===== src/core/clock_timer_pkg.sv =====
package clock_timer_pkg;
    // register offsets (byte addresses on the plain port)
    localparam logic [15:0] CTL_ADDR = 16'h5000;
    localparam logic [15:0] CNT_ADDR = 16'h5001;
    localparam logic [15:0] ENA_ADDR = 16'h5002;
    localparam logic [15:0] PND_ADDR = 16'h5003;
    // field positions
    localparam int RUN_BIT = 0;
    localparam int CLEAR_BIT = 4;
    // counter bit positions of the interrupt taps
    localparam int TAP_32HZ = 2;
    localparam int TAP_8HZ = 4;
    localparam int TAP_2HZ = 6;
    localparam int TAP_1HZ = 7;
    // values after reset
    localparam logic [7:0] COUNT_RESET = 8'h00;
    localparam logic [3:0] FLAGS_RESET = 4'h0;
    localparam logic [3:0] ENABLE_RESET = 4'h0;
    // operating tick divider on the low-speed oscillator
    localparam int TICK_DIVIDE = 128;
    localparam logic [6:0] DIV_RESET = 7'h00;
endpackage : clock_timer_pkg


===== src/core/clock_timer_if.sv =====
`timescale 1ns/1ps
`default_nettype none
interface clock_timer_if;
    // shared level request toward the interrupt controller
    logic irq_req;
    modport device (output irq_req);
    modport controller (input irq_req);
endinterface : clock_timer_if
`default_nettype wire


===== src/core/clock_timer.sv =====
// Contract
// 8-bit up-counter advancing per 256 Hz tick
// counter bits readable by software
// tick is oscillator divided by 128, ungated
// clear bit 4 write clears counter
// system reset clears counter
// run bit 0 starts, zero stops holding
// run plus clear: clear then count
// start/stop act at next tick fall
// run reads 1 until stopped
// causes on 32/8/2/1 Hz tap falls
// disabled tap sets no flag
// flags at pending bits 3..0
// enables at enable bits 3..0
// one request while any flag set
// write 1 clears a flag
// software clears flags before enabling
// controller treats request as level
// software resets timer before starting
// serviced via vector 7, 0x801c
// clear while running keeps counting
// bit 7 is 1 Hz, bit 0 128 Hz
// clear bit reads 0, write 0 ignored
// tick used as enable, edge detected
//
// The address-and-strobe port is this design's own decision.
`timescale 1ns/1ps
`default_nettype none
module clock_timer (
    // clock and reset
    input wire logic i_clk,
    input wire logic i_rst,
    // low-speed oscillator from a pin
    input wire logic i_low_speed_oscillator,
    // register port
    input wire logic [15:0] i_addr,
    input wire logic [7:0] i_wdata,
    input wire logic i_wr,
    input wire logic i_rd,
    output logic [7:0] o_rdata,
    // tick out for observation
    output logic o_tick_256hz,
    // link
    clock_timer_if.device link
);
    typedef enum logic {STOPPED, COUNTING} run_state_type;

    typedef struct packed {
        logic osc_s1;
        logic osc_s2;
        logic osc_d;
        logic [6:0] div;
        logic tick;
        logic tick_d;
        logic run_req;
        run_state_type run_state;
        logic [7:0] count;
        logic [3:0] enable;
        logic [3:0] flags;
        logic irq;
        logic [7:0] rdata;
    } state_type;

    state_type st_r;
    state_type st_nxt;

    logic tick_fall;
    logic count_step;
    logic [7:0] cnt_inc;
    logic [3:0] tap_fall;
    logic wr_ctl;
    logic wr_pnd;

    // tick falling edge
    assign tick_fall = st_r.tick_d && !st_r.tick;
    // old run state decides, so a stop still counts once
    assign count_step = tick_fall && (st_r.run_state == COUNTING);
    assign cnt_inc = st_r.count + 8'd1;

    // per-tap falling edge
    for (genvar g = 0; g < 4; g++) begin : gen_tap
        localparam int POS = (g == 3) ? clock_timer_pkg::TAP_32HZ
            : (g == 2) ? clock_timer_pkg::TAP_8HZ
            : (g == 1) ? clock_timer_pkg::TAP_2HZ
            : clock_timer_pkg::TAP_1HZ;
        assign tap_fall[g] = count_step && st_r.count[POS] && !cnt_inc[POS];
    end

    always_comb begin
        st_nxt = st_r;
        wr_ctl = i_wr && (i_addr == clock_timer_pkg::CTL_ADDR);
        wr_pnd = i_wr && (i_addr == clock_timer_pkg::PND_ADDR);
        // oscillator pin synchronised, rising edges counted
        st_nxt.osc_s1 = i_low_speed_oscillator;
        st_nxt.osc_s2 = st_r.osc_s1;
        st_nxt.osc_d = st_r.osc_s2;
        // divide by 128
        if (st_r.osc_s2 && !st_r.osc_d) begin
            st_nxt.div = st_r.div + 7'd1;
            if (st_r.div == 7'(clock_timer_pkg::TICK_DIVIDE / 2 - 1)) begin
                st_nxt.tick = 1'b0;
            end
            if (st_r.div == 7'(clock_timer_pkg::TICK_DIVIDE - 1)) begin
                st_nxt.tick = 1'b1;
            end
        end
        st_nxt.tick_d = st_r.tick;
        // run state taken on tick fall
        if (tick_fall) begin
            unique case (st_r.run_state)
                STOPPED: begin
                    if (st_r.run_req) begin
                        st_nxt.run_state = COUNTING;
                    end
                end
                COUNTING: begin
                    st_nxt.count = cnt_inc;
                    if (!st_r.run_req) begin
                        st_nxt.run_state = STOPPED;
                    end
                end
            endcase
        end
        // control writes
        if (wr_ctl) begin
            st_nxt.run_req = i_wdata[clock_timer_pkg::RUN_BIT];
            // clear wins over increment
            if (i_wdata[clock_timer_pkg::CLEAR_BIT]) begin
                st_nxt.count = clock_timer_pkg::COUNT_RESET;
            end
        end
        // enable register
        if (i_wr && (i_addr == clock_timer_pkg::ENA_ADDR)) begin
            st_nxt.enable = i_wdata[3:0];
        end
        // write 1 clears; R11 R12 set wins
        if (wr_pnd) begin
            st_nxt.flags = st_r.flags & ~i_wdata[3:0];
        end
        st_nxt.flags = st_nxt.flags | (tap_fall & st_r.enable);
        // level request
        st_nxt.irq = |st_nxt.flags;
        // read path
        st_nxt.rdata = 8'h00;
        if (i_rd) begin
            unique case (i_addr)
                clock_timer_pkg::CTL_ADDR: begin
                    // run reads 1 until the stop has really taken effect
                    st_nxt.rdata = {7'h00, st_r.run_req | (st_r.run_state == COUNTING)};
                end
                clock_timer_pkg::CNT_ADDR: st_nxt.rdata = st_r.count;
                clock_timer_pkg::ENA_ADDR: st_nxt.rdata = {4'h0, st_r.enable};
                clock_timer_pkg::PND_ADDR: st_nxt.rdata = {4'h0, st_r.flags};
                default: st_nxt.rdata = 8'h00;
            endcase
        end
    end

    always_ff @(posedge i_clk) begin
        // system reset
        if (i_rst) begin
            st_r <= '0;
            st_r.count <= clock_timer_pkg::COUNT_RESET;
            st_r.flags <= clock_timer_pkg::FLAGS_RESET;
            st_r.enable <= clock_timer_pkg::ENABLE_RESET;
            st_r.div <= clock_timer_pkg::DIV_RESET;
        end else begin
            st_r <= st_nxt;
        end
    end

    assign o_rdata = st_r.rdata;
    assign o_tick_256hz = st_r.tick;
    assign link.irq_req = st_r.irq;
endmodule : clock_timer
`default_nettype wire


===== src/flat_wrapper.sv =====
// flat-port wrapper written by rule: the top's interface ports become plain ports
module clock_timer_flat 
  (i_clk, i_rst, i_low_speed_oscillator, i_addr, i_wdata, i_wr, i_rd, o_rdata, o_tick_256hz, link_irq_req);
  clock_timer_if link_i ();
  input wire logic i_clk;
  input wire logic i_rst;
  input wire logic i_low_speed_oscillator;
  input wire logic [15:0] i_addr;
  input wire logic [7:0] i_wdata;
  input wire logic i_wr;
  input wire logic i_rd;
  output logic [7:0] o_rdata;
  output logic o_tick_256hz;
  output wire logic [$bits(link_i.irq_req)-1:0] link_irq_req;
  assign link_irq_req = link_i.irq_req;
  clock_timer u_core (.i_clk(i_clk), .i_rst(i_rst), .i_low_speed_oscillator(i_low_speed_oscillator), .i_addr(i_addr), .i_wdata(i_wdata), .i_wr(i_wr), .i_rd(i_rd), .o_rdata(o_rdata), .o_tick_256hz(o_tick_256hz), .link(link_i));
endmodule

===== config.mk =====
export PLATFORM = sky130hd
export DESIGN_NAME = clock_timer_flat
export DESIGN_NICKNAME = d
export VERILOG_FILES = /design/src/core/clock_timer_pkg.sv /design/src/core/clock_timer_if.sv /design/src/core/clock_timer.sv /design/src/flat_wrapper.sv
export SDC_FILE = /design/constraint.sdc
export NUM_CORES = 1
export LEC_CHECK = 0
export ABC_AREA = 1
export BUFFER_PORTS_ARGS = -buffer_cell sky130_fd_sc_hd__buf_2
export CORE_UTILIZATION = 35
export CTS_CLUSTER_SIZE = 12
export DETAILED_ROUTE_END_ITERATION = 8
export GPL_TIMING_DRIVEN = 0
export PLACE_DENSITY = 0.58
export SETUP_SLACK_MARGIN = 0.2
export SLEW_MARGIN = 20
export SYNTH_ARGS = -nofsm -noshare
export SYNTH_HDL_FRONTEND = slang
export SYNTH_SLANG_ARGS = --single-unit

===== constraint.sdc =====
create_clock -name i_clk -period 2.1 [get_ports i_clk]
set_input_delay 0.525 -clock i_clk [delete_from_list [all_inputs] [get_ports i_clk]]
set_output_delay 0.525 -clock i_clk [all_outputs]
set_load 0.1 [all_outputs]

==> flow_metrics.tcl, run 1 <==
set metrics [dict create \
    max-vdd-ir-drop_mv 0.266 \
    ctsHoldBuffers 0 \
    fp.dieArea_sq_um 5640 \
    max_slew_margin_pct 67.5 \
    cts_buffers 5 \
    nNetsFinal 331 \
    fin_ws_ns 0.480 \
    areaGrowthSynthToFinish_pct 19.3 \
    postPlaceCellArea_sq_um 2130 \
    multi_input_area_sq_um 881 \
    async_reset_ff_share_pct 0 \
    via_per_inst 4.58 \
    p_per_area_nw_per_um2 630 \
    worstSkewPairLatency_ns 0.28 \
    core_sq_um 5140 \
    whs_ns 0.414 \
    ys_ff_latch 39 \
    worst_pin_slew_ns 0.491 \
    synthTopCellsByCount "nor2_1, nand2_1, dfxtp_1" \
    syn_area_per_cell_sq_um 7.22 \
    rows 26 \
    synth-edff-count 0 \
    root_buffer "clkbuf_8" \
    finalCritPeriodShare_pct 77.2 \
    endpoint_kind "output pin" \
    fin_cells 370 \
    setup_viol 0 \
    clkTransAtPathRegs_ns 0.08 \
    hold_viol_final 0 \
    fmax_mhz 617 \
    crit_required_ns 1.57 \
    synth_top_area_cell "dfxtp_1" \
    die_y_microns 75.1 \
    crit_path_start_kind "flip-flop" \
    port_buffers 34 \
    place_ws_ns 0.304 \
    skew_ns 0.00992 \
    htree_levels 2 \
    drc_errors 0 \
    synth_area_sq_um 1870 \
    synthCells 259 \
    fp.dieW_microns 75.1 \
    cp_max_fo 1 \
    grt.total_usage_pct 15.3 \
    post-cts-setup-buffer-count 0 \
    synthTopCellsByArea "dfxtp_1, nor2_1, nand2_1" \
    n_antenna_cell 0 \
    cts_tree "yes" \
    grt_setup_unrepaired "no" \
    ys.flop_type "dfxtp_1" \
    start_util_pct 36.4 \
    hold_path_class "flip-flop to flip-flop" \
    cts_max_path_buffers 2 \
    totalPowerFinal_mw 1.41 \
    final_core_util_pct 43.4 \
    grt-ovfl-total 0 \
    synth_fp_nets 290 \
    yosysUniqueCellTypes 29 \
    yosys_warnings 0 \
    hpwl_microns 3040 \
    final_antenna_net_count 0 \
    drive_above_1_share_pct 21.0 \
    grt_pass1_vias 1489 \
    synth_top_area_share_pct 41.7 \
    clock_sinks 39 \
    vias 1693 \
    cellLeakagePower_nw 0.961 \
    postLayoutCellArea_sq_um 2230 \
    seqCellArea_sq_um 782 \
    drt_iter0_drc 72 \
    fin_tns_setup_ns 0 \
    maxCapViolCount 0 \
    drt_pre_antenna_iters 4 \
    period_needed_ns 1.62 \
    antenna_found_initial 0 \
    ioPinCount 39 \
    synth_seq_area_share_pct 41.7 \
    dp.cells 363 \
    critical_path_class "flip-flop to output pin" \
    yosysMostFrequentCell "nor2_1" \
    fillers 548 \
    worstPathArrival_ns 1.10 \
    wl_per_cell_microns 10.7 \
    grt_first_pass_wirelength_microns 6420 \
    post_cts_resized 0 \
    outcome "finished, final reports clean" \
    place_congestion 0.773 \
    grt_max_degree 12 \
    slew_violations 0 \
    wl_microns 3960 \
]
==> worst max-delay path, stage by stage, from the launching register on <==
cell     delay, ns
dfxtp_1       0.31
buf_4         0.09
buf_2         0.41
==> where the power goes <==
part	internal, mW	total (mW)	leakage (nW)	switching, mW
Clock	0.348	0.593	0.0513	0.245
Sequential	0.743	0.746	0.315	0.00231
Combinational	0.0273	0.0683	0.594	0.0410
Total	1.12	1.41	0.961	0.288
==> cell families after synthesis <==
family	count (synthesis)	share of synthesized area, %
buffers and inverters	45	11.2
AOI/OAI and AO/OA	37	11.5
DFF	39	41.7
adders and majority gates	2	1.34
xor gates and xnor gates	2	0.937
and+or+nand+nor	134	33.3
==> area by class of cell <==
| cell class | instances | area share [%] |
|---|---|---|
| Buffer | 13 | 3.98 |
| Clock buffer | 6 | 3.25 |
| Clock inverter | 1 | 1.35 |
| Inverter | 32 | 5.38 |
| Multi-Input combinational cell | 175 | 39.5 |
| Sequential cell | 39 | 35.0 |
| Tap cell | 70 | 3.92 |
| Timing Repair Buffer | 34 | 7.62 |
==> per-layer routing <==
metal / part of all wire, % / up-vias / track usage, %
met5: 0 / - / 0
met4: 0.56 / 0 / 6.08
met3: 4.5 / 2 / 4.15
li1: - / 925 / -
met2: 46 / 36 / 26.1
met1: 49 / 730 / 18.3
==> flip-flops by register name, summed over array words and instances, names as in the netlist <==
register	cells
u_core.st_nxt	2
u_core.o_tick_256hz	1
u_core.o_rdata	8
u_core.link.irq_req	1
u_core.st_r	27
==> path summary, 6_finish.rpt <==
| kind | startpoint | to | slack (ns) | cells past startpoint |
|---|---|---|---|---|
| worst min-delay path | u_core.st_nxt[37] | u_core.st_nxt[36] | 0.41 | 2 |
| worst min register to register | u_core.st_nxt[37] | u_core.st_nxt[36] | 0.41 | 2 |
| worst max register to register | u_core.o_tick_256hz | u_core.link.irq_req | 0.73 | 9 |
| worst max-delay path | u_core.o_rdata[2] | o_rdata[2] | 0.48 | 2 |
==> placed cells by master (no fill, tap or decap), drive strengths merged, types with 3 or more instances in the layout <==
cell type   n
nand2      41
nand3      14
a21oi      10
o211ai      5
a31oi       4
nor2       56
buf        45
dfxtp      39
nand4      11
o22ai       3
nor3        9
clkbuf      8
inv        32
o21ai      12
Note: power is estimated with default switching activity, not from simulation.
==> run 2, diff against run 1 <==
- PLACE_DENSITY: 0.58 -> 0.6
- clock period: 2.1 -> 1.4 ns (I/O delays scaled with it)
==> run 2 against run 1 <==
Global-route usage is 2.9 points higher. Sequential power is 49% higher. Sequential share of layout area down 7.5 points. Highest routed layer unchanged. Die area is the same.
==> flow_metrics.tcl, run 2 (same netlist as run 1, synthesis figures left out) <==
set metrics [dict create \
    slew_violations 0 \
    hold_viol_final 0 \
    postPlaceCellArea_sq_um 2180 \
    power.share.combinational_pct 6.8 \
    reg2reg_depth 9 \
    endpoint_kind "flip-flop" \
    start_util_pct 36.4 \
    drt_pre_antenna_iters 4 \
    grt.total_usage_pct 18.2 \
    clock_sinks 39 \
    grt_max_degree 14 \
    ioPinCount 39 \
    wl_per_cell_microns 13.2 \
    hold_path_class "primary input to flip-flop" \
    hp-start "i_rst" \
    worstPathArrival_ns 1.46 \
    mostFrequentLayoutCell "nor2_1" \
    die_y_microns 75.1 \
    clkTransAtPathRegs_ns 0.08 \
    ctsHoldBuffers 0 \
    seq_power_share_pct 50.5 \
    areaGrowthSynthToFinish_pct 58.1 \
    worst_r2r_endpoint "u_core.link.irq_req" \
    cts_max_path_buffers 2 \
    setup_viol 0 \
    drive_above_1_share_pct 47.4 \
    outcome "finished, final reports clean" \
    hpwl_microns 3150 \
    reg2reg_slack_ns 0.14 \
    htree_levels 2 \
    period_needed_ns 1.30 \
    fp.dieW_microns 75.1 \
    via_per_inst 4.99 \
    p_sw_uw 503 \
    r2r_start "u_core.o_tick_256hz" \
    drc_errors 0 \
    max_slew_margin_pct 61.6 \
    max-vdd-ir-drop_mv 0.551 \
    grt_first_pass_wirelength_microns 7700 \
    p_clk_share_pct 42.8 \
    cellLeakagePower_nw 1.20 \
    nNetsFinal 355 \
    vias 1970 \
    p_per_area_nw_per_um2 744 \
    totalPowerFinal_mw 2.20 \
    hold_path_depth 2 \
    switching_share_pct 22.8 \
    layout_common_cells "nor2_1, nand2_1, inv_1" \
    place_ws_ns -0.281 \
    postLayoutCellArea_sq_um 2960 \
    final_core_util_pct 57.5 \
    crit_path_start_kind "primary input" \
    cp_max_fo 6 \
    grt-ovfl-total 0 \
    fp.dieArea_sq_um 5640 \
    regMostFlops "u_core.st_r" \
    drt_iter0_drc 88 \
    maxCapViolCount 0 \
    finalCritPeriodShare_pct 92.7 \
    worst_pin_slew_ns 0.575 \
    wl_microns 5200 \
    worstSkewPairLatency_ns 0.29 \
    final_antenna_net_count 0 \
    core_sq_um 5140 \
    fin_ws_ns 0.102 \
    grt_setup_unrepaired "yes" \
    hold_end "u_core.st_r[27]" \
    cts_buffers 5 \
    rows 26 \
    antenna_found_initial 0 \
    root_buffer "clkbuf_8" \
    skew_ns 0.0112 \
    largest_reg_flops 27 \
    n_antenna_cell 0 \
    crit_required_ns 1.56 \
    critical_path_class "primary input to flip-flop" \
    place_congestion 0.819 \
    port_buffers 34 \
    cts_tree "yes" \
    intPower_mw 1.70 \
    fmax_mhz 770 \
    grt_pass1_vias 1745 \
]
run 2: cell count changes in the layout (fill, tap and decap cells not counted), moves of 13 or more:
cell	delta
buf_6	+19
dfxtp_1	-17
buf_2	-16
nor2_1	-14
dfxtp_2	+13
run 2: worst max-delay path by stage:
stage / from / end / slack (ns) / cells past startpoint
finish: i_addr[9] / u_core.link.irq_req / 0.10 / 10
global route: i_addr[2] / u_core.st_r[19] / 0.03 / 7
CTS: u_core.o_tick_256hz / u_core.link.irq_req / 0.16 / 9
detailed placement: i_addr[9] / u_core.st_r[14] / -0.28 / 9
global placement: i_addr[9] / u_core.st_r[14] / -0.25 / 9
floorplan: i_addr[14] / u_core.st_r[14] / 0.09 / 9
run 2: cell type report:
class,instances,area (sq um)
Fill cell,490,2180
Multi-Input combinational cell,176,1150
Sequential cell,39,813
Timing Repair Buffer,57,552
Inverter,32,128
Buffer,13,119
Tap cell,70,87.6
Clock buffer,5,68.8
Clock inverter,3,43.8
run 2: what timing repair did:
action,in CTS,in global routing
hold endpoints to repair,0,0
endpoints found under the setup margin,35,35
pin swaps,22,28
resized for setup,91,48
setup buffers,17,6
cloned,0,1
run 2: metal layers:
metal | wire, microns | GRT usage [%] | part of all wire [%] | vias up
met1 | 2140 | 21.3 | 41 | 903
met2 | 2630 | 33.0 | 51 | 79
met3 | 320 | 4.42 | 6.2 | 13
met4 | 116 | 4.61 | 2.2 | 0
li1 | - | - | - | 975
met5 | 0 | 0 | 0 | -
run 2: through the flow:
stage               hold WS, ns  instances  setup TNS [ns]
detailed placement        0.397        363           -3.96
global route              0.260        395               0
global placement          0.392        363           -3.36
CTS                       0.251        388               0
floorplan                 0.388        259               0
finish                    0.257        395               0
run 2: power by group through the flow:
stage	registers [mW]	logic, mW	clock network, mW
detailed placement	1.14	0.111	0
global route	1.11	0.162	1.02
finish	1.11	0.149	0.942
CTS	1.11	0.123	0.964
floorplan	1.14	0.0527	0
global placement	1.14	0.110	0
run 2: worst max-delay path: stages:
cell and delay [ns]:
buf_6 0.09, nor2_4 0.09, nand2_2 0.07, nor2_4 0.14
buf_6 0.15, nand3_1 0.14, nand2_1 0.15, nand3_2 0.08
nor2_1 0.11, a21oi_1 0.08
==> run 3, diff against run 2 <==
- BUFFER_PORTS_ARGS: -buffer_cell sky130_fd_sc_hd__buf_2 -> not set
- DONT_BUFFER_PORTS: not set -> 1
- PLACE_DENSITY: 0.6 -> 0.54
==> run 3 against run 2 <==
The run now ends with setup timing left. First-iteration DRC count fell by 35%. Combinational power fell by 51%. Hold slack got worse by 0.14 ns. Cell count fell by 11%. Sequential share of layout area rose by 5.4 points. Via count fell by 13%. Critical path depth fell by 2. Total power fell by 11%. Die area did not move. Clock-buffer cell count did not move. Register-to-register slack got worse by 0.17 ns. Critical path type is now flip-flop to flip-flop. Largest cell class unchanged.
==> flow_metrics.tcl, run 3 (same netlist as run 1, synthesis figures left out) <==
set metrics [dict create \
    skew_ns 0.0106 \
    layout_common_cells "nor2_1, nand2_1, inv_1" \
    start_util_pct 36.4 \
    grt.total_usage_pct 16.3 \
    grt-ovfl-total 0 \
    final_antenna_net_count 0 \
    hp-start "i_rst" \
    rows 26 \
    cp_top_family "flip-flops" \
    max_slew_margin_pct 64.5 \
    postLayoutCellArea_sq_um 2450 \
    hpwl_microns 3080 \
    mostFrequentLayoutCell "nor2_1" \
    postPlaceCellArea_sq_um 2010 \
    clkTransAtPathRegs_ns 0.09 \
    whs_ns 0.118 \
    period_needed_ns 1.43 \
    grt_setup_unrepaired "yes" \
    fp.dieW_microns 75.1 \
    grt_pass1_vias 1557 \
    regMostFlops "u_core.st_r" \
    r2r_start "u_core.o_tick_256hz" \
    port_buffers 0 \
    hold_viol_final 0 \
    place_congestion 0.831 \
    root_buffer "clkbuf_8" \
    largest_reg_flops 27 \
    worstPathArrival_ns 1.60 \
    n_antenna_cell 0 \
    cts_tree "yes" \
    cts_max_path_buffers 2 \
    drt_pre_antenna_iters 4 \
    crit_path_start_kind "flip-flop" \
    grt_max_degree 14 \
    p_per_area_nw_per_um2 804 \
    fillers 538 \
    path_cells "inv_4, nand3_4, inv_4, buf_6, nand4_1, nand3_1, nor2_1, a21oi_2" \
    vias 1723 \
    slew_violations 0 \
    critPathMaxStageDelay_ns 0.55 \
    final_core_util_pct 47.6 \
    dp.cells 329 \
    max-vdd-ir-drop_mv 0.397 \
    maxCapViolCount 0 \
    finalCritPeriodShare_pct 102 \
    fmax_mhz 697 \
    fin_cells 352 \
    crit_buf_inv 3 \
    slowest_stage "dfxtp_4" \
    hold_path_class "primary input to flip-flop" \
    critical_path_class "flip-flop to flip-flop" \
    grt_first_pass_wirelength_microns 6790 \
    wl_per_cell_microns 12.5 \
    die_y_microns 75.1 \
    drt_iter0_drc 57 \
    core_sq_um 5140 \
    htree_levels 2 \
    crit_path_frequent_cell "inv_4" \
    ioPinCount 39 \
    fp.dieArea_sq_um 5640 \
    endpoint_kind "flip-flop" \
    outcome "finished with violations" \
    worstSkewPairLatency_ns 0.30 \
    drive_above_1_share_pct 29.4 \
    crit_required_ns 1.57 \
    nNetsFinal 312 \
    violations "setup timing" \
    totalPowerFinal_mw 1.97 \
    critPathLaunch "u_core.o_tick_256hz" \
    cts_buffers 5 \
    clock_sinks 39 \
    cp_max_fo 4 \
    wl_microns 4410 \
    worst_pin_slew_ns 0.533 \
    fin_ws_ns -0.0339 \
    drc_errors 0 \
    cellLeakagePower_nw 0.935 \
    via_per_inst 4.89 \
    areaGrowthSynthToFinish_pct 30.8 \
    setup_viol 2 \
    antenna_found_initial 0 \
]
run 3: cell types whose count changed in the layout (fill, tap and decap cells not counted), sizes merged:
cell and change:
nand4 -1, buf -42, clkinv -1, clkinvlp +2, bufinv -1
run 3: worst register-to-register path: stages, from the launching register on:
cell and delay [ns]:
dfxtp_4 0.55, inv_4 0.07, nand3_4 0.10, inv_4 0.06, buf_6 0.11, nand4_1 0.11, nand3_1 0.10, nor2_1 0.12
a21oi_2 0.06
run 3: final timing paths:
path	endpoint	slack, ns	cells after the start
setup / recovery	u_core.link.irq_req	-0.03	8
hold / removal	u_core.st_r[27]	0.12	1
setup reg to reg	u_core.link.irq_req	-0.03	8
hold reg to reg	u_core.st_nxt[36]	0.41	2
run 3: metrics by stage:
stage	setup TNS (ns)	setup WS (ns)
2_1_floorplan	0	0.0933
3_3_place_gp	-1.16	-0.151
3_5_place_dp	-1.10	-0.129
4_1_cts	0	0.00347
5_1_grt	-0.418	-0.120
6_report	-0.0349	-0.0339
run 3: repair_timing:
action | in CTS | in global routing
buffers inserted | 9 | 6
gates resized for setup | 37 | 32
hold buffers | 0 | 0
endpoints found under the hold margin | 0 | 0
pin swaps | 9 | 14
gates cloned | 0 | 0
endpoints found under the setup margin | 25 | 36
run 3: cell type report:
| type | count | area [sq um] | area share [%] |
|---|---|---|---|
| multi-input cells | 175 | 1020 | 41.9 |
| repair buffers | 15 | 128 | 5.21 |
| flip-flops and latches | 39 | 805 | 32.9 |
| inverters | 32 | 125 | 5.11 |
| clock buffers | 5 | 68.8 | 2.81 |
| plain buffers | 13 | 189 | 7.72 |
| clock inverters | 3 | 20.0 | 0.818 |
| well taps | 70 | 87.6 | 3.58 |
run 3: where the power goes:
part           leakage [nW]  internal, mW  switching [mW]  total (mW)
clock network        0.0402         0.347           0.434       0.781
registers             0.322          1.11         0.00395        1.11
logic                 0.572        0.0227          0.0500      0.0727
total                 0.935          1.48           0.488        1.97
run 3: routing by layer:
metal	share of wire, %	GRT usage (%)	routed length (microns)	up-vias
met3	5.8	4.42	255	6
met5	0	0	0	-
li1	-	-	-	883
met1	46	19.0	2030	778
met4	1.7	5.66	74	0
met2	46	28.8	2050	56
